<file path="config.mk">
export PLATFORM = sky130hd
export DESIGN_NAME = rtci_irq_events
export DESIGN_NICKNAME = d
export VERILOG_FILES = /design/src/rtci_pkg.sv /design/src/rtci_cnt_if.sv /design/src/rtci_countdown.sv /design/src/rtci_alarm_match.sv /design/src/rtci_irq_events.sv
export SDC_FILE = /design/constraint.sdc
export NUM_CORES = 1
export LEC_CHECK = 0
export BUFFER_PORTS_ARGS = -buffer_cell sky130_fd_sc_hd__buf_2
export CAP_MARGIN = 20
export CORE_ASPECT_RATIO = 1.5
export CORE_MARGIN = 5
export CORE_UTILIZATION = 40
export DETAILED_ROUTE_END_ITERATION = 12
export PLACE_DENSITY_LB_ADDON = 0.12
export SYNTH_ARGS = -nofsm -noshare
export SYNTH_HDL_FRONTEND = slang
export SYNTH_HIERARCHICAL = 1
export SYNTH_SLANG_ARGS = --single-unit
</file>
<file path="constraint.sdc">
create_clock -name clk -period 4.85 [get_ports clk]
set_clock_uncertainty 0.05 [all_clocks]
set_input_delay 0.97 -clock clk [delete_from_list [all_inputs] [get_ports clk]]
set_output_delay 0.97 -clock clk [all_outputs]
set_load 0.05 [all_outputs]
</file>
<file path="src/rtci_pkg.sv">
package rtci_pkg;
    localparam logic [7:0] ADDR_MIN_ALM = 8'h17;
    localparam logic [7:0] ADDR_HOUR_ALM = 8'h18;
    localparam logic [7:0] ADDR_DATE_ALM = 8'h19;
    localparam logic [7:0] ADDR_TMR_LO = 8'h1a;
    localparam logic [7:0] ADDR_TMR_HI = 8'h1b;
    localparam logic [7:0] ADDR_EXT = 8'h1c;
    localparam logic [7:0] ADDR_FLAG = 8'h1d;
    localparam logic [7:0] ADDR_CTRL = 8'h1e;
    localparam logic [7:0] EXT_RST = 8'h04;
    localparam logic [7:0] CTRL_RST = 8'h00;
    localparam logic [7:0] ALM_RST = 8'h00;
    localparam logic [7:0] BYTE_ZERO = 8'h00;
    localparam int ALM_MASK = 7;
    localparam int EXT_UPD_SEL = 5;
    localparam int EXT_RUN = 4;
    localparam int EXT_DAY_SEL = 3;
    localparam int EXT_TSEL_HI = 2;
    localparam int FLAG_UPD = 5;
    localparam int FLAG_TF = 4;
    localparam int FLAG_ALM = 3;
    localparam int CTRL_STOP = 6;
    localparam int CTRL_UPD_IE = 5;
    localparam int CTRL_TIE = 4;
    localparam int CTRL_ALM_IE = 3;
    localparam int CTRL_PAUSE = 2;
    localparam int CTRL_TBKON = 1;
    localparam int CTRL_BK_SEL = 0;
    localparam int TMR_W = 16;
    localparam logic [TMR_W-1:0] TMR_RST = 16'h0000;
    localparam logic [TMR_W-1:0] TMR_ONE = 16'h0001;
    localparam int CLK_FREQ_HZ = 50000000;
    localparam int CLK_PERIOD_NS = 1000000000 / CLK_FREQ_HZ;
    localparam int UPD_REL_MIN_US = 7570;
    localparam int UPD_REL_MAX_US = 15630;
    localparam int TRTN2_FAST_US = 122;
    localparam int ALARM_DELAY_MAX_US = 1460;
    localparam int UPD_REL_CYC = (UPD_REL_MIN_US * 1000 + CLK_PERIOD_NS - 1) / CLK_PERIOD_NS;
    localparam int UPD_REL_MAX_CYC = (UPD_REL_MAX_US * 1000) / CLK_PERIOD_NS;
    localparam int TRTN2_FAST_CYC = (TRTN2_FAST_US * 1000 + CLK_PERIOD_NS - 1) / CLK_PERIOD_NS;
    localparam int ALARM_DELAY_CYC = (ALARM_DELAY_MAX_US * 1000) / CLK_PERIOD_NS;
    typedef enum logic [2:0] {
        SRC_4096 = 3'b000,
        SRC_64 = 3'b001,
        SRC_1HZ = 3'b010,
        SRC_MIN = 3'b011,
        SRC_HOUR = 3'b100
    } rtci_src_t;
    typedef enum logic {
        PUL_IDLE = 1'b0,
        PUL_LOW = 1'b1
    } rtci_pulse_t;
endpackage

</file>
<file path="src/rtci_cnt_if.sv">
interface rtci_cnt_if;
    import rtci_pkg::*;
    logic run;
    logic pause;
    logic halt;
    logic bk_sel;
    logic bk_on;
    logic on_backup;
    rtci_src_t src;
    logic tick_4096;
    logic tick_64;
    logic tick_1hz;
    logic tick_min;
    logic tick_hour;
    logic [TMR_W-1:0] preset;
    logic [TMR_W-1:0] count;
    logic expired;
    modport ctl (output run, pause, halt, bk_sel, bk_on, on_backup, src, tick_4096, tick_64, tick_1hz,
        tick_min, tick_hour, preset, input count, expired);
    modport cnt (input run, pause, halt, bk_sel, bk_on, on_backup, src, tick_4096, tick_64, tick_1hz,
        tick_min, tick_hour, preset, output count, expired);
endinterface

</file>
<file path="src/rtci_countdown.sv">
module rtci_countdown (
    input wire logic clk,
    input wire logic resetn,
    input wire logic ce,
    rtci_cnt_if.cnt cif
);
    import rtci_pkg::*;
    logic src_tick;
    logic stop;
    always_comb
    begin
        case (cif.src)
            SRC_4096: src_tick = cif.tick_4096;
            SRC_64: src_tick = cif.tick_64;
            SRC_1HZ: src_tick = cif.tick_1hz;
            SRC_MIN: src_tick = cif.tick_min;
            SRC_HOUR: src_tick = cif.tick_hour;
            default: src_tick = 1'b0;
        endcase
    end
    assign stop = (cif.pause && !cif.bk_sel)
        || (cif.halt && cif.src != SRC_4096)
        || (cif.bk_sel && (cif.on_backup != cif.bk_on));
    always_ff @(posedge clk or negedge resetn)
    begin
        if (!resetn)
        begin
            cif.count <= TMR_RST;
            cif.expired <= 1'b0;
        end
        else if (ce)
        begin
            cif.expired <= 1'b0;
            if (!cif.run)
                cif.count <= cif.preset;
            else if (src_tick && !stop && cif.count != TMR_RST)
            begin
                if (cif.count == TMR_ONE)
                begin
                    cif.count <= cif.preset;
                    cif.expired <= 1'b1;
                end
                else
                    cif.count <= cif.count - TMR_ONE;
            end
        end
    end
endmodule

</file>
<file path="src/rtci_alarm_match.sv">
module rtci_alarm_match (
    input wire logic clk,
    input wire logic resetn,
    input wire logic ce,
    input wire logic [7:0] minute_alarm_match,
    input wire logic [7:0] hour_alarm_match,
    input wire logic [7:0] date_alarm_match,
    input wire logic weekday_date_select,
    input wire logic [6:0] cur_minute,
    input wire logic [5:0] cur_hour,
    input wire logic [6:0] cur_weekday,
    input wire logic [5:0] cur_date,
    input wire logic min_tick,
    input wire logic halt,
    output logic hit
);
    import rtci_pkg::*;
    logic min_ok;
    logic hour_ok;
    logic day_ok;
    assign min_ok = minute_alarm_match[ALM_MASK] || minute_alarm_match[6:0] == cur_minute;
    assign hour_ok = hour_alarm_match[ALM_MASK] || hour_alarm_match[5:0] == cur_hour;
    assign day_ok = date_alarm_match[ALM_MASK]
        || (weekday_date_select ? date_alarm_match[5:0] == cur_date
        : (date_alarm_match[6:0] & cur_weekday) != 7'h00);
    always_ff @(posedge clk or negedge resetn)
    begin
        if (!resetn)
            hit <= 1'b0;
        else if (ce)
            hit <= min_tick && !halt && min_ok && hour_ok && day_ok;
    end
endmodule

</file>
<file path="src/rtci_irq_events.sv">
module rtci_irq_events #(
    parameter int UPD_RELEASE_CYC = rtci_pkg::UPD_REL_CYC,
    parameter int TMR_FAST_RELEASE_CYC = rtci_pkg::TRTN2_FAST_CYC,
    parameter int TMR_SLOW_RELEASE_CYC = rtci_pkg::UPD_REL_CYC,
    parameter int REL_W = 20
) (
    input wire logic clk,
    input wire logic resetn,
    input wire logic ce,
    input wire logic tick_4096,
    input wire logic tick_64,
    input wire logic sec_tick,
    input wire logic min_tick,
    input wire logic hour_tick,
    input wire logic on_backup,
    input wire logic [6:0] cur_minute,
    input wire logic [5:0] cur_hour,
    input wire logic [6:0] cur_weekday,
    input wire logic [5:0] cur_date,
    input wire logic reg_wr,
    input wire logic reg_rd,
    input wire logic [7:0] reg_addr,
    input wire logic [7:0] reg_wdata,
    output logic [7:0] reg_rdata,
    input wire logic irq_n_i,
    output logic irq_n_o,
    output logic irq_n_oe,
    output logic calendar_halt
);
    import rtci_pkg::*;

    if (UPD_RELEASE_CYC < 1 || UPD_RELEASE_CYC >= (1 << REL_W) || TMR_FAST_RELEASE_CYC < 1
        || TMR_FAST_RELEASE_CYC >= (1 << REL_W) || TMR_SLOW_RELEASE_CYC < 1
        || TMR_SLOW_RELEASE_CYC >= (1 << REL_W) || REL_W > 31)
    begin : g_bad_param
        $error("release counts do not fit the release counter");
    end

    localparam logic [REL_W-1:0] REL_ONE = REL_W'(1);
    localparam logic [REL_W-1:0] UPD_LAST = REL_W'(UPD_RELEASE_CYC - 1);
    localparam logic [REL_W-1:0] TMR_FAST_LAST = REL_W'(TMR_FAST_RELEASE_CYC - 1);
    localparam logic [REL_W-1:0] TMR_SLOW_LAST = REL_W'(TMR_SLOW_RELEASE_CYC - 1);

    logic [7:0] minute_alarm_match;
    logic [7:0] hour_alarm_match;
    logic [7:0] date_alarm_match;
    logic [TMR_W-1:0] timer_preset;
    logic [7:0] extension_settings;
    logic [7:0] interrupt_control;
    logic update_event_flag;
    logic timer_event_flag;
    logic alarm_event_flag;
    logic alarm_req;
    rtci_pulse_t upd_state;
    rtci_pulse_t tmr_state;
    logic [REL_W-1:0] upd_cnt;
    logic [REL_W-1:0] tmr_cnt;
    logic [REL_W-1:0] tmr_last;
    logic flag_wr;
    logic upd_evt;
    logic alm_hit;
    logic halt;
    logic update_period_select;
    logic countdown_run;
    logic weekday_date_select;
    logic update_irq_enable;
    logic timer_irq_enable;
    logic alarm_irq_enable;
    logic next_irq_oe;
    rtci_cnt_if cif ();

    assign halt = interrupt_control[CTRL_STOP];
    assign update_period_select = extension_settings[EXT_UPD_SEL];
    assign countdown_run = extension_settings[EXT_RUN];
    assign weekday_date_select = extension_settings[EXT_DAY_SEL];
    assign update_irq_enable = interrupt_control[CTRL_UPD_IE];
    assign timer_irq_enable = interrupt_control[CTRL_TIE];
    assign alarm_irq_enable = interrupt_control[CTRL_ALM_IE];
    assign calendar_halt = interrupt_control[CTRL_STOP];
    assign flag_wr = ce && reg_wr && reg_addr == ADDR_FLAG;

    // Update boundary chosen by the period select; no events while halted
    assign upd_evt = (update_period_select ? min_tick : sec_tick) && !halt;

    assign cif.run = countdown_run;
    assign cif.pause = interrupt_control[CTRL_PAUSE];
    assign cif.halt = halt;
    assign cif.bk_sel = interrupt_control[CTRL_BK_SEL];
    assign cif.bk_on = interrupt_control[CTRL_TBKON];
    assign cif.on_backup = on_backup;
    assign cif.src = rtci_src_t'(extension_settings[EXT_TSEL_HI:0]);
    assign cif.tick_4096 = tick_4096;
    assign cif.tick_64 = tick_64;
    assign cif.tick_1hz = sec_tick;
    assign cif.tick_min = min_tick;
    assign cif.tick_hour = hour_tick;
    assign cif.preset = timer_preset;

    rtci_countdown u_countdown (
        .clk(clk),
        .resetn(resetn),
        .ce(ce),
        .cif(cif)
    );

    rtci_alarm_match u_alarm (
        .clk(clk),
        .resetn(resetn),
        .ce(ce),
        .minute_alarm_match(minute_alarm_match),
        .hour_alarm_match(hour_alarm_match),
        .date_alarm_match(date_alarm_match),
        .weekday_date_select(weekday_date_select),
        .cur_minute(cur_minute),
        .cur_hour(cur_hour),
        .cur_weekday(cur_weekday),
        .cur_date(cur_date),
        .min_tick(min_tick),
        .halt(halt),
        .hit(alm_hit)
    );

    // Settings registers; the weekday and date alarm share one byte
    always_ff @(posedge clk or negedge resetn)
    begin
        if (!resetn)
        begin
            minute_alarm_match <= ALM_RST;
            hour_alarm_match <= ALM_RST;
            date_alarm_match <= ALM_RST;
            timer_preset <= TMR_RST;
            extension_settings <= EXT_RST;
            interrupt_control <= CTRL_RST;
        end
        else if (ce && reg_wr)
        begin
            case (reg_addr)
                ADDR_MIN_ALM: minute_alarm_match <= reg_wdata;
                ADDR_HOUR_ALM: hour_alarm_match <= reg_wdata;
                ADDR_DATE_ALM: date_alarm_match <= reg_wdata;
                ADDR_TMR_LO: timer_preset[7:0] <= reg_wdata;
                ADDR_TMR_HI: timer_preset[TMR_W-1:8] <= reg_wdata;
                ADDR_EXT: extension_settings <= reg_wdata;
                ADDR_CTRL: interrupt_control <= reg_wdata;
                default: interrupt_control <= interrupt_control;
            endcase
        end
    end

    // Sticky flags: the hardware set wins over a clear written in the same cycle
    always_ff @(posedge clk or negedge resetn)
    begin
        if (!resetn)
        begin
            update_event_flag <= 1'b0;
            timer_event_flag <= 1'b0;
            alarm_event_flag <= 1'b0;
        end
        else if (ce)
        begin
            if (upd_evt)
                update_event_flag <= 1'b1;
            else if (flag_wr && !reg_wdata[FLAG_UPD])
                update_event_flag <= 1'b0;
            if (cif.expired)
                timer_event_flag <= 1'b1;
            else if (flag_wr && !reg_wdata[FLAG_TF])
                timer_event_flag <= 1'b0;
            if (alm_hit)
                alarm_event_flag <= 1'b1;
            else if (flag_wr && !reg_wdata[FLAG_ALM])
                alarm_event_flag <= 1'b0;
        end
    end

    // Alarm low has no automatic release; flag clear or enable drop cancels it
    always_ff @(posedge clk or negedge resetn)
    begin
        if (!resetn)
            alarm_req <= 1'b0;
        else if (ce)
        begin
            if (alm_hit && alarm_irq_enable)
                alarm_req <= 1'b1;
            else if (!alarm_irq_enable || (flag_wr && !reg_wdata[FLAG_ALM]))
                alarm_req <= 1'b0;
        end
    end

    // Update low: fixed release time, restarted by each event, not tied to the flag
    always_ff @(posedge clk or negedge resetn)
    begin
        if (!resetn)
        begin
            upd_state <= PUL_IDLE;
            upd_cnt <= '0;
        end
        else if (ce)
        begin
            case (upd_state)
                PUL_IDLE:
                begin
                    upd_cnt <= '0;
                    if (upd_evt && update_irq_enable)
                        upd_state <= PUL_LOW;
                end
                PUL_LOW:
                begin
                    if (!update_irq_enable)
                        upd_state <= PUL_IDLE;
                    else if (upd_evt)
                        upd_cnt <= '0;
                    else if (upd_cnt == UPD_LAST)
                        upd_state <= PUL_IDLE;
                    else
                        upd_cnt <= upd_cnt + REL_ONE;
                end
                default: upd_state <= PUL_IDLE;
            endcase
        end
    end

    // Wakeup low: release time depends on the source, fastest source is shorter
    assign tmr_last = cif.src == SRC_4096 ? TMR_FAST_LAST : TMR_SLOW_LAST;
    always_ff @(posedge clk or negedge resetn)
    begin
        if (!resetn)
        begin
            tmr_state <= PUL_IDLE;
            tmr_cnt <= '0;
        end
        else if (ce)
        begin
            case (tmr_state)
                PUL_IDLE:
                begin
                    tmr_cnt <= '0;
                    if (cif.expired && timer_irq_enable)
                        tmr_state <= PUL_LOW;
                end
                PUL_LOW:
                begin
                    if (!timer_irq_enable || !countdown_run || (flag_wr && !reg_wdata[FLAG_TF]))
                        tmr_state <= PUL_IDLE;
                    else if (cif.expired)
                        tmr_cnt <= '0;
                    else if (tmr_cnt >= tmr_last)
                        tmr_state <= PUL_IDLE;
                    else
                        tmr_cnt <= tmr_cnt + REL_ONE;
                end
                default: tmr_state <= PUL_IDLE;
            endcase
        end
    end

    // Open-drain pin: only ever pulls low, so the data flop is a constant zero
    assign next_irq_oe = alarm_req || upd_state == PUL_LOW || tmr_state == PUL_LOW;
    always_ff @(posedge clk or negedge resetn)
    begin
        if (!resetn)
        begin
            irq_n_oe <= 1'b0;
            irq_n_o <= 1'b0;
        end
        else if (ce)
        begin
            irq_n_oe <= next_irq_oe;
            irq_n_o <= 1'b0;
        end
    end

    // Read port; the count reads live only while running, so software reads twice
    always_ff @(posedge clk or negedge resetn)
    begin
        if (!resetn)
            reg_rdata <= BYTE_ZERO;
        else if (ce && reg_rd)
        begin
            case (reg_addr)
                ADDR_MIN_ALM: reg_rdata <= minute_alarm_match;
                ADDR_HOUR_ALM: reg_rdata <= hour_alarm_match;
                ADDR_DATE_ALM: reg_rdata <= date_alarm_match;
                ADDR_TMR_LO: reg_rdata <= countdown_run ? cif.count[7:0] : timer_preset[7:0];
                ADDR_TMR_HI: reg_rdata <= countdown_run ? cif.count[TMR_W-1:8] : timer_preset[TMR_W-1:8];
                ADDR_EXT: reg_rdata <= extension_settings;
                ADDR_FLAG:
                begin
                    reg_rdata <= BYTE_ZERO;
                    reg_rdata[FLAG_UPD] <= update_event_flag;
                    reg_rdata[FLAG_TF] <= timer_event_flag;
                    reg_rdata[FLAG_ALM] <= alarm_event_flag;
                end
                ADDR_CTRL: reg_rdata <= interrupt_control;
                default: reg_rdata <= BYTE_ZERO;
            endcase
        end
    end
endmodule

</file>
=== Word level (Yosys, flattened, before mapping) ===
Index checks and enable logic that the tools add are counted.

* Register bits after elaboration: 129
* Input port bits: 54
* Output and inout port bits: 11
* Word-level logic and storage cells: 149

* Add/subtract/negate cells: 3
* Magnitude comparators: 1
* Equality and inequality tests: 23
* Multiplexer cells: 39
* Bitwise gates (word level): 3
* Reduce and logical (&&, ||, !) cells: 60

{| class="wikitable"
|+ Operators with widths
! kind !! number
|-
| 20-bit two-way mux || 6
|-
| 20-bit one-hot mux with 2 select lines || 2
|-
| 8-bit by 5-bit == test with 1-bit output, second input constant || 8
|-
| 8-bit one-hot mux with 8 select lines || 1
|-
| 16-bit two-way mux || 3
|-
| 20-bit by 1-bit adder with 20-bit output, second input constant || 2
|-
| 2-bit AND reduction || 12
|-
| 1-bit two-way mux || 21
|-
| 20-bit by 19-bit == test with 1-bit output, second input constant || 1
|-
| 20-bit by 19-bit greater-or-equal comparator with 1-bit output || 1
|-
| 1-bit logical AND || 19
|-
| 19-bit two-way mux || 1
|-
| 16-bit by 1-bit == test with 1-bit output, second input constant || 1
|-
| 8-bit two-way mux || 2
|-
| 16-bit nonzero test || 1
|-
| 16-bit by 1-bit subtractor with 16-bit output, second input constant || 1
|-
| 6-bit == test || 2
|-
| 1-bit logical OR || 10
|-
| 1-bit zero test || 9
|-
| 2-bit nonzero test || 4
|-
| 7-bit AND || 1
|-
| 7-bit == test || 1
|-
| 7-bit nonzero test || 1
|-
| 3-bit by 2-bit == test with 1-bit output, second input constant || 2
|-
| 13 further kinds || 17
|}

=== Depth between registers and ports, before layout ===
Gate-level depths: netlist of the first run.

* Depth in word-level cells: 9
* Depth in mapped cells: 11
* Depth with buffers taken out: 10

=== Cells and area by module ===
The synthesis of the first run kept the hierarchy.

{| class="wikitable"
|+ By module, submodules not included
! module !! times used !! cells an instance !! area an instance (um^2) !! seq. area each (um^2)
|-
| rtci_irq_events || 1 || 566 || 5,756.8 || 2,778.9
|-
| rtci_countdown || 1 || 150 || 1,208.7 || 425.4
|-
| rtci_alarm_match || 1 || 34 || 299.0 || 25.0
|}

=== Worst setup path before layout of the first run ===
OpenSTA, ideal clock, no wires.

* Path kind: in2reg
* Start: input port reg_addr[5]
* End: register timer_preset[0] (netlist: cif.preset[0])
* Setup time: 125 ps
* Arrival: 2,599 ps
* Data required time: 4,675 ps
* Slack: 2,076 ps
* Stages: 6
* Path buffers: 1
* Cell sequence: nor4b_2 -> nand3b_1 -> nor2_1 -> and3_1 -> buf_2 -> mux2_2

* Longest elaborated chain between the ends: 2

{| class="wikitable"
|+ RTL lines
! element !! line !! RTL
|-
| start, declared || rtci_irq_events.sv:22 || <nowiki>input wire logic [7:0] reg_addr,</nowiki>
|-
| 8-bit by 5-bit == test with 1-bit output || rtci_irq_events.sv:137 || <nowiki>case (reg_addr)</nowiki>
|-
| 2-bit AND reduction (no source line) || - ||
|-
| end signal, assigned || rtci_irq_events.sv:141 || <nowiki>ADDR_TMR_LO: timer_preset[7:0] <= reg_wdata;</nowiki>
|-
| end signal, assigned by index || rtci_irq_events.sv:142 || <nowiki>ADDR_TMR_HI: timer_preset[TMR_W-1:8] <= reg_wdata;</nowiki>
|-
| end, declared || rtci_irq_events.sv:47 || <nowiki>logic [TMR_W-1:0] timer_preset;</nowiki>
|}

Every way passes these cells.
A chain may end at the register's enable or synchronous reset.

=== Worst setup path after layout of the first run ===
* Start: register extension_settings[1]
* End: register tmr_cnt[9]

* Longest elaborated chain between the ends: 5

{| class="wikitable"
|+ RTL lines
! element !! line !! RTL
|-
| start, declared || rtci_irq_events.sv:48 || <nowiki>logic [7:0] extension_settings;</nowiki>
|-
| start signal, assigned || rtci_irq_events.sv:143 || <nowiki>ADDR_EXT: extension_settings <= reg_wdata;</nowiki>
|-
| 3-bit zero test || rtci_irq_events.sv:224 || <nowiki>assign tmr_last = cif.src == SRC_4096 ? TMR_FAST_LAST : TMR_SLOW_LAST;</nowiki>
|-
| 19-bit two-way mux || rtci_irq_events.sv:224 ||
|-
| 20-bit by 19-bit greater-or-equal comparator with 1-bit output || rtci_irq_events.sv:247 || <nowiki>else if (tmr_cnt >= tmr_last)</nowiki>
|-
| 3-bit by 2-bit inequality test with 1-bit output (no source line) || - ||
|-
| 3-bit AND reduction (no source line) || - ||
|-
| end signal, assigned || rtci_irq_events.sv:250 || <nowiki>tmr_cnt <= tmr_cnt + REL_ONE;</nowiki>
|-
| end, declared || rtci_irq_events.sv:57 || <nowiki>logic [REL_W-1:0] tmr_cnt;</nowiki>
|}

Every way passes these cells.

==> metrics, run 1 <==
storage element area=3230 sq um; Netlist cell types=66; max-capacitance violation count=0; pwr/cell area=322 nW/um^2; Yosys reg bits=129; largest area contributor in the netlist=dfrtp_1; Ys Warns=6; Post-CTS Setup Bufs=0; crit path max fanout=28; RSZ-0062 raised after global routing=no; post-CTS sizing=0; routed vias=6088; post-synth top area share=44.1%; DRC viols=0; Final Worst Setup Slack=1.52 ns; syn_nets=812; total iterations of the first detailed-routing run=5; ANT nets after route=0; Max-slew headroom=26.6%; area grow syn2layout=15.0%; r2r startpoint=extension_settings[1]$_DFFE_PN0P_; CORE AREA=17900 sq um; Fillers=1726; Final setup violation count=0; Clock Path Buffers=2; Post-Syn Area per Cell=9.69 sq um; Hold Vio Cnt, Final=0; Site Rows=60; Setup crit end kind=register; final WL=20200 um; R2R depth=10; Crit. Startpoint=extension_settings[1]$_DFFE_PN0P_; Post-Syn Instances=750; Post-synth EDFFs=0; status=complete, no violations; root buf cell=clkbuf_16; CP arrival=3.61 ns; hold path cells=1; Hold Crit Start=upd_cnt[16]$_DFFE_PN0P_; top cells by area, synth=dfrtp_1 (44%), mux2_2 (9.8%), o21ai_0 (4.1%), a21oi_1 (3.4%), nand2_1 (3.4%); Main synth FF type=dfrtp_1; fin crit share=68.6%; flop-to-flop setup slack=1.52 ns; Final #Nets=865; IO Pins=65; n_diodes=0; die height=175 um; detailed placement HPWL=14600 um; register area share after synthesis=44.5%; VDD IR max=0.207 mV; Slew Limit Fails=0; Initial Util=40.5%; Total Die Area=21000 sq um; min cycle time layout=3.33 ns; pin count of the biggest net entering global routing=70; LEAKAGE=0.00367 uW; cell area after synthesis=7260 sq um; cts bufs inserted=17; drt wl/cell=19.5 um; CP Launch Type=register; CTS tree=yes; max frequency=301 MHz; worst hold path type=reg2reg; port bufs=62; initial antenna violation count=0; number of global-route vias before repair=5905; ys async rst share=100%; worst slew pin tran=1.10 ns; GR Overflow Total=0; post-route setup TNS=0 ns; Multi-input gate area=3810 sq um; worst hold slack=0.433 ns; Skew-Pair Late Insertion Delay=0.42 ns; DIE WIDTH=120 um; Sink Count=129; Hold Path End=upd_cnt[16]$_DFFE_PN0P_; total track usage=19.4%; cts hold-fix bufs=0; first-pass GRT wire length=32300 um; Placer Congestion=0.896; H-tree Lvls=4; most frequent cells in the layout=dfrtp_1 (128), nand2_1 (65), mux2_2 (63), buf_2 (61), o21ai_0 (59); number of DRC markers in iteration 0=371; Vias per Instance=5.89; pre-CTS WS=1.21 ns; Worst EP required=5.14 ns; clock-pin slew on the worst setup and hold paths=0.06 ns; layout cell share with drive strength beyond 1=22.2%; Setup Crit Path Kind=reg2reg; commonest non-fill, non-tap cell in the layout=dfrtp_1; Crit Reg-Reg Endpoint=tmr_cnt[9]$_DFFE_PN0P_
-- cell usage after synthesis, types with 3 or more instances --
cell type  number
dfrtp_1       128
nand2_1        65
mux2_2         63
o21ai_0        60
a21oi_1        49
nor2_1         41
nand3_1        30
o21ai_1        22
clkbuf_1       18
a22o_1         16
and3_1         16
nor3_1         14
inv_1          13
nand4_1        13
xor2_1         13
a31oi_1        12
buf_2          11
o31ai_1        11
a22oi_1        10
mux2i_1        10
nand2b_1       10
nor4_1         10
or3_1          10
ha_1            8
or4_1           8
xnor2_1         8
nor2b_1         7
nor3_2          5
nor4b_1         5
o41ai_1         5
a222oi_1        4
o211ai_1        4
a221oi_1        3
or4b_1          3
-- flip-flops by register name, summed over array words and instances, names as in the netlist, 16 cells and up --
name	cells
tmr_cnt	20
upd_cnt	20
u_countdown/cif.count	16
cif.preset	16
-- worst max-delay path, cell delays in order, from the launching register on --
cell      delay (ns)
dfrtp_1         0.48
nor3_2          0.30
inv_1           0.22
ha_1            0.31
a211oi_1        0.27
nor4b_1         0.09
o211ai_1        0.16
a211o_1         0.20
o211ai_2        0.45
or4_1           0.58
a21oi_1         0.14
-- logic make-up after synthesis --
kind of cell / count (synthesis) / share of synthesized area [%]
simple gates: 253 / 18.9
compound gates: 216 / 18.5
xor+xnor: 21 / 2.53
buf+inv: 49 / 3.05
mux: 73 / 11.1
flops: 129 / 44.5
fa+ha+maj: 8 / 1.38
other cells: 1 / 0.0516
-- area by class of cell --
cell class	instances	share of cell area (%)
Timing Repair Buffer	70	4.46
Sequential cell	129	38.7
Tap cell	217	3.25
Inverter	13	0.584
Clock buffer	18	5.26
Clock inverter	14	2.14
Multi-Input combinational cell	572	45.6
-- worst max-delay path by stage --
| stage | endpoint | slack [ns] | cells after the start |
|---|---|---|---|
| after floorplan | cif.preset[0]$_DFFE_PN0P_ | 2.08 | 6 |
| after global placement | cif.preset[6]$_DFFE_PN0P_ | 1.20 | 6 |
| after detailed placement | cif.preset[1]$_DFFE_PN0P_ | 1.21 | 6 |
| after CTS | tmr_cnt[9]$_DFFE_PN0P_ | 1.55 | 10 |
| after global routing | tmr_cnt[9]$_DFFE_PN0P_ | 1.27 | 10 |
| final | tmr_cnt[9]$_DFFE_PN0P_ | 1.52 | 10 |
-- layer usage --
metal | track usage [%] | vias up | wire length [um]
met2 | 33.6 | 122 | 10500
met5 | 0 | - | 0
met4 | 7.21 | 0 | 419
met1 | 24.1 | 3012 | 8710
met3 | 3.40 | 21 | 594
li1 | - | 2933 | -
-- per-stage QoR --
stage	instances	cell area [sq um]	utilization [%]	total power [uW]
2_1_floorplan	750	7260	-	1270
3_3_place_gp	1000	7730	43.1	1370
3_5_place_dp	1001	7740	43.1	1370
4_1_cts	1033	8350	46.6	2720
5_1_grt	1033	8350	46.6	2790
6_report	1033	8350	46.6	2690
-- power by group --
part	switching [uW]	internal (uW)
clock	507	830
sequential	33.2	1100
combinational	139	77.1
Note: power is estimated with default switching activity, not from simulation.
==> run 2, diff against run 1 <==
==> constraint.sdc (replaced) <==
create_clock -name clk -period 2.7 [get_ports clk]
set_clock_uncertainty 0.05 [all_clocks]
set_input_delay 0.54 -clock clk [delete_from_list [all_inputs] [get_ports clk]]
set_output_delay 0.54 -clock clk [all_outputs]
set_load 0.05 [all_outputs]
==> metrics, run 2 (same netlist as run 1, synthesis figures left out) <==
routed vias=6517 (+7.0%); total track usage=21.1% (+1.7 points); cts hold-fix bufs=0 (unchanged); first-pass GRT wire length=35200 um (+9.2%); pin count of the biggest net entering global routing=48 (-31%); Placer Congestion=0.921 (+2.8%); Inst Count DP=1041 (+4.0%); layout cell share with drive strength beyond 1=26.9% (+4.7 points); Crit Reg-Reg Endpoint=tmr_cnt[15]$_DFFE_PN0P_; drt wl/cell=20.5 um (+4.9%); Total Die Area=21000 sq um (unchanged); number of DRC markers in iteration 0=499 (+35%); CP arrival=2.92 ns (-0.69 ns); n_diodes=0 (unchanged); H-tree Lvls=4 (unchanged); ANT nets after route=0 (unchanged); Final Worst Setup Slack=0.0341 ns (-1.49 ns); Fillers=1680 (-2.7%); cell family with most CP delay=compound AO/OA/AOI/OAI gates; Final #Nets=908 (+5.0%); clock-pin slew on the worst setup and hold paths=0.06 ns (about the same); detailed placement HPWL=15900 um (+8.9%); LEAKAGE=0.00391 uW (+6.5%); crit path max-delay cell type=a211o_2; CP Buf/Inv Count=2 (+1); IO Pins=65 (unchanged); Max stage delay on crit path=0.44 ns (-0.14 ns); total iterations of the first detailed-routing run=5 (unchanged); worst slew pin tran=0.919 ns (-0.178 ns); number of global-route vias before repair=6621 (+12%); flop-to-flop setup slack=0.03 ns (-1.49 ns); Worst Setup EP=tmr_cnt[15]$_DFFE_PN0P_; r2r startpoint=extension_settings[1]$_DFFE_PN0P_; Skew-Pair Late Insertion Delay=0.42 ns (about the same); cts bufs inserted=17 (unchanged); initial antenna violation count=0 (unchanged); Crit. Startpoint=extension_settings[1]$_DFFE_PN0P_; commonest non-fill, non-tap cell in the layout=dfrtp_1; fin area=8790 sq um (+5.2%); Setup Crit Path Kind=reg2reg; CP Launch Type=register; Site Rows=60 (unchanged); max frequency=375 MHz (+25%); most frequent cells in the layout=dfrtp_1 (128), nand2_1 (65), mux2_2 (63), buf_2 (61), o21ai_0 (58); VDD IR max=0.362 mV (+74%); worst hold path type=in2async; CORE AREA=17900 sq um (unchanged); crit path max fanout=6 (-79%); max-capacitance violation count=0 (unchanged); Worst EP required=2.95 ns (-2.19 ns); port bufs=62 (unchanged); Max-slew headroom=38.5% (+12 points); Slew Limit Fails=0 (unchanged); root buf cell=clkbuf_16; Setup crit end kind=register; GR Overflow Total=0 (unchanged); pwr/cell area=551 nW/um^2 (+71%); fin crit share=98.7% (+30 points); Largest regs=tmr_cnt x20, upd_cnt x20; Hold Vio Cnt, Final=0 (unchanged); placed cell area=8070 sq um (+4.4%); Initial Util=40.5% (unchanged); CTS tree=yes; area grow syn2layout=21.0%; status=complete, no violations; critical path depth in cells=11 (+1); final WL=22000 um (+9.2%); Post-Layout Cell Count=1076 (+4.2%); DRC viols=0 (unchanged); R2R depth=11 (+1); Vias per Instance=6.06 (+2.8%); worst-path cell chain=nor3_2, inv_2, ha_1, nand2_1, nor4_2, o211ai_1, a211o_2, o211ai_4, buf_6, o21ai_1, o41ai_2; die height=175 um (unchanged); Final setup violation count=0 (unchanged); pre-CTS WS=-0.0885 ns (-1.29 ns); DIE WIDTH=120 um (unchanged); worst hold slack=0.0751 ns (-0.358 ns); Sink Count=129 (unchanged); Clock Path Buffers=2 (unchanged); min cycle time layout=2.67 ns (-0.660 ns)
## run 2: how the worst min path moves through the flow
stage | depth (start not counted) | start | slack, ns | endpoint
floorplan | 0 | resetn | 0.19 | alarm_event_flag$_DFFE_PN0P_
global placement | 1 | upd_cnt[16]$_DFFE_PN0P_ | 0.41 | upd_cnt[16]$_DFFE_PN0P_
detailed placement | 1 | upd_cnt[16]$_DFFE_PN0P_ | 0.43 | upd_cnt[16]$_DFFE_PN0P_
CTS | 1 | resetn | 0.09 | reg_rdata[2]$_DFFE_PN0P_
global route | 1 | resetn | 0.13 | u_countdown/cif.count[6]$_DFFE_PN0P_
finish | 1 | resetn | 0.08 | reg_rdata[2]$_DFFE_PN0P_
## run 2: repair_timing
| item | CTS | global route |
|---|---|---|
| gates cloned | 0 | 3 |
| gates resized for setup | 2 | 15 |
| pin swaps | 0 | 5 |
| setup endpoints to repair | 10 | 19 |
| buffers inserted | 0 | 0 |
## run 2: where the power goes
group	switching [uW]	internal, uW
Combinational	273	177
Clock	883	1480
Sequential	58.2	1980
Total	1210	3630
## run 2: per-stage QoR
stage          util (%)  TNS, ns  power [uW]
2_1_floorplan         -        0        2280
3_3_place_gp       45.0        0        2500
3_5_place_dp       45.0   -0.261        2510
4_1_cts            48.4        0        4880
5_1_grt            49.0   -0.701        5030
6_report           49.0        0        4850
## run 2: final cells by class
cell class                 instances  area [sq um]  share of cell area [%]
clock buffer                      19           443                    5.04
clock inverter                    13           160                    1.82
inverter                          13          48.8                   0.555
multi-input combinational        574          3910                    44.5
sequential                       129          3230                    36.7
tap                              217           272                    3.09
timing repair buffer             111           729                    8.30
## run 2: routing by layer
layer	track usage, %	up-vias	share of wire, %
met5	0	-	0
met4	8.22	0	2.8
met3	4.27	50	4.2
met2	37.5	206	52
met1	24.9	3248	41
li1	-	3013	-
==> run 3, diff against run 2 <==
--- a/config.mk
+++ b/config.mk
@@ -11,6 +11,7 @@
 export CORE_MARGIN = 5
 export CORE_UTILIZATION = 40
 export DETAILED_ROUTE_END_ITERATION = 12
+export GPL_TIMING_DRIVEN = 0
 export PLACE_DENSITY_LB_ADDON = 0.12
 export SYNTH_ARGS = -nofsm -noshare
 export SYNTH_HDL_FRONTEND = slang
==> metrics, run 3 (same netlist as run 1, synthesis figures left out) <==
failing checks=negative setup slack; max-capacitance violation count=0 (unchanged); CP Launch Type=register; Hold Path End=upd_cnt[16]$_DFFE_PN0P_; Sink Count=129 (unchanged); r2r startpoint=extension_settings[0]$_DFFE_PN0P_; crit path max fanout=6 (unchanged); Setup crit end kind=register; P_int=3830 uW (+5.5%); root buf cell=clkbuf_16; worst slew pin tran=0.841 ns (-0.0781 ns); Fillers=1630 (-3.0%); CTS tree=yes; port bufs=61 (-1.6%); Final setup violation count=4 (+4); pin count of the biggest net entering global routing=89 (+85%); clock power share=50.3% (+1.6 points); first-pass GRT wire length=34900 um (-0.86%); routed vias=6437 (-1.2%); total track usage=21.1% (-0.073 points); Final Worst Setup Slack=-0.0301 ns (-0.0643 ns); Sw Pwr=1170 uW (-3.2%); fin crit share=101% (+2.4 points); Hold Vio Cnt, Final=0 (unchanged); worst hold path type=reg2reg; most frequent cells in the layout=dfrtp_1 (126), buf_2 (70), nand2_1 (65), mux2_2 (63), o21ai_0 (58); sequential power share=40.8% (-1.2 points); CP arrival=3.02 ns (+0.10 ns); Total Die Area=21000 sq um (unchanged); Final #Nets=909 (+0.11%); Largest regs=tmr_cnt x20, upd_cnt x20; Sw Share=23.5% (-1.6 points); VDD IR max=0.351 mV (-3.1%); min cycle time layout=2.73 ns (+0.0643 ns); Skew-Pair Late Insertion Delay=0.42 ns (about the same); Placer Congestion=0.895 (-2.8%); commonest non-fill, non-tap cell in the layout=dfrtp_1; drt wl/cell=20.3 um (-0.68%); clock-pin slew on the worst setup and hold paths=0.06 ns (about the same); H-tree Lvls=4 (unchanged); number of DRC markers in iteration 0=410 (-18%); max frequency=366 MHz (-2.4%); DIE WIDTH=120 um (unchanged); status=complete, but fails checks; total iterations of the first detailed-routing run=5 (unchanged); number of global-route vias before repair=6493 (-1.9%); initial antenna violation count=0 (unchanged); n_diodes=0 (unchanged); storage element area=3230 sq um (about the same); flop-to-flop setup slack=-0.03 ns (-0.06 ns); Max-slew headroom=43.9% (+5.4 points); CORE AREA=17900 sq um (unchanged); layout cell share with drive strength beyond 1=26.4% (-0.50 points); pre-CTS WS=-0.369 ns (-0.280 ns); pwr/cell area=566 nW/um^2 (+2.6%); DRC viols=0 (unchanged); hold path cells=1; GR Overflow Total=0 (unchanged); detailed placement HPWL=15500 um (-2.0%); RSZ-0062 raised after global routing=yes; Vias per Instance=5.98 (-1.3%); Hold Crit Start=upd_cnt[16]$_DFFE_PN0P_; Initial Util=40.5% (unchanged); area grow syn2layout=21.9%; IO Pins=65 (unchanged); Clock Path Buffers=2 (unchanged); Crit Reg-Reg Endpoint=tmr_cnt[6]$_DFFE_PN0P_; cts bufs inserted=17 (unchanged); Setup Crit Path Kind=reg2reg; post-route setup TNS=-0.0576 ns (-0.0576 ns); Logic pwr share=8.9% (-0.4 points); R2R depth=12 (+1); LEAKAGE=0.00389 uW (-0.62%); Multi-input gate area=4010 sq um (+2.4%); ANT nets after route=0 (unchanged); worst hold slack=0.425 ns (+0.350 ns); die height=175 um (unchanged); Worst EP required=2.99 ns (+0.04 ns); Slew Limit Fails=0 (unchanged); Site Rows=60 (unchanged); final WL=21900 um (-0.59%)
==> run 3: cell types whose count changed in the layout (fill, tap and decap cells not counted), moves of 3 or more <==
cell,previous run,this run
buf_4,44,12
clkbuf_1,1,20
buf_2,61,70
o21ai_1,23,18
o21ai_2,1,6
buf_6,3,7
buf_12,3,0
ha_1,7,4
==> run 3: worst max path at each step <==
stage | end | depth (start not counted) | startpoint | slack, ns
global placement | upd_cnt[9]$_DFFE_PN0P_ | 1 | resetn | -0.78
floorplan | tmr_cnt[11]$_DFFE_PN0P_ | 10 | extension_settings[1]$_DFFE_PN0P_ | 0.19
global route | tmr_cnt[8]$_DFFE_PN0P_ | 12 | extension_settings[0]$_DFFE_PN0P_ | -0.15
CTS | reg_rdata[4]$_DFFE_PN0P_ | 6 | ce | 0.003
detailed placement | cif.preset[7]$_DFFE_PN0P_ | 7 | reg_addr[5] | -0.37
finish | tmr_cnt[6]$_DFFE_PN0P_ | 12 | extension_settings[0]$_DFFE_PN0P_ | -0.03
==> run 3: metrics by stage <==
stage	instances	util, %	total power (uW)	cell area (sq um)
2_1_floorplan	750	-	2280	7260
3_3_place_gp	1028	43.7	2470	7840
3_5_place_dp	1029	43.9	2490	7880
4_1_cts	1067	48.1	5020	8640
5_1_grt	1077	49.3	5170	8850
6_report	1077	49.3	5010	8850
==> run 3: power by group through the flow <==
stage	clock (uW)	combinational, uW	sequential [uW]
3_5_place_dp	0	412	2070
4_1_cts	2550	427	2040
2_1_floorplan	0	222	2060
6_report	2520	446	2040
5_1_grt	2640	488	2050
3_3_place_gp	0	398	2070
==> run 3: area by class of cell <==
type                            instances  share of cell area (%)
Clock buffer                           22                    5.24
Clock inverter                         10                    2.05
Multi-Input combinational cell        573                    45.2
Inverter                               13                   0.579
Timing Repair Buffer                   78                    5.34
Tap cell                              217                    3.07
Buffer                                 35                    1.98
Sequential cell                       129                    36.5
==> run 3: critical path, cell delays in order (launching register included) <==
cell and delay, ns:
dfrtp_2 0.45, nor3_4 0.26, inv_4 0.11, ha_4 0.28
a211oi_2 0.06, nor4b_2 0.22, o211ai_1 0.17, a211o_1 0.38
o211ai_4 0.18, buf_6 0.19, buf_6 0.09, o21ai_2 0.05
a21oi_1 0.16
==> run 3: timing repair <==
item                                   in CTS  in global routing
hold buffers                                1                  0
gates resized for setup                    13                 28
gates cloned                                2                  0
setup endpoints to repair                  35                 55
endpoints found under the hold margin      31                  0
pin swaps                                   3                 17
buffers inserted                            4                  9
==> run 3: metal layers <==
| layer | part of all wire, % | global-route usage, % | vias up |
|---|---|---|---|
| met2 | 52 | 36.7 | 194 |
| li1 | - | - | 3022 |
| met4 | 2.3 | 8.31 | 0 |
| met5 | 0 | 0 | - |
| met1 | 41 | 25.6 | 3188 |
| met3 | 4.2 | 3.82 | 33 |
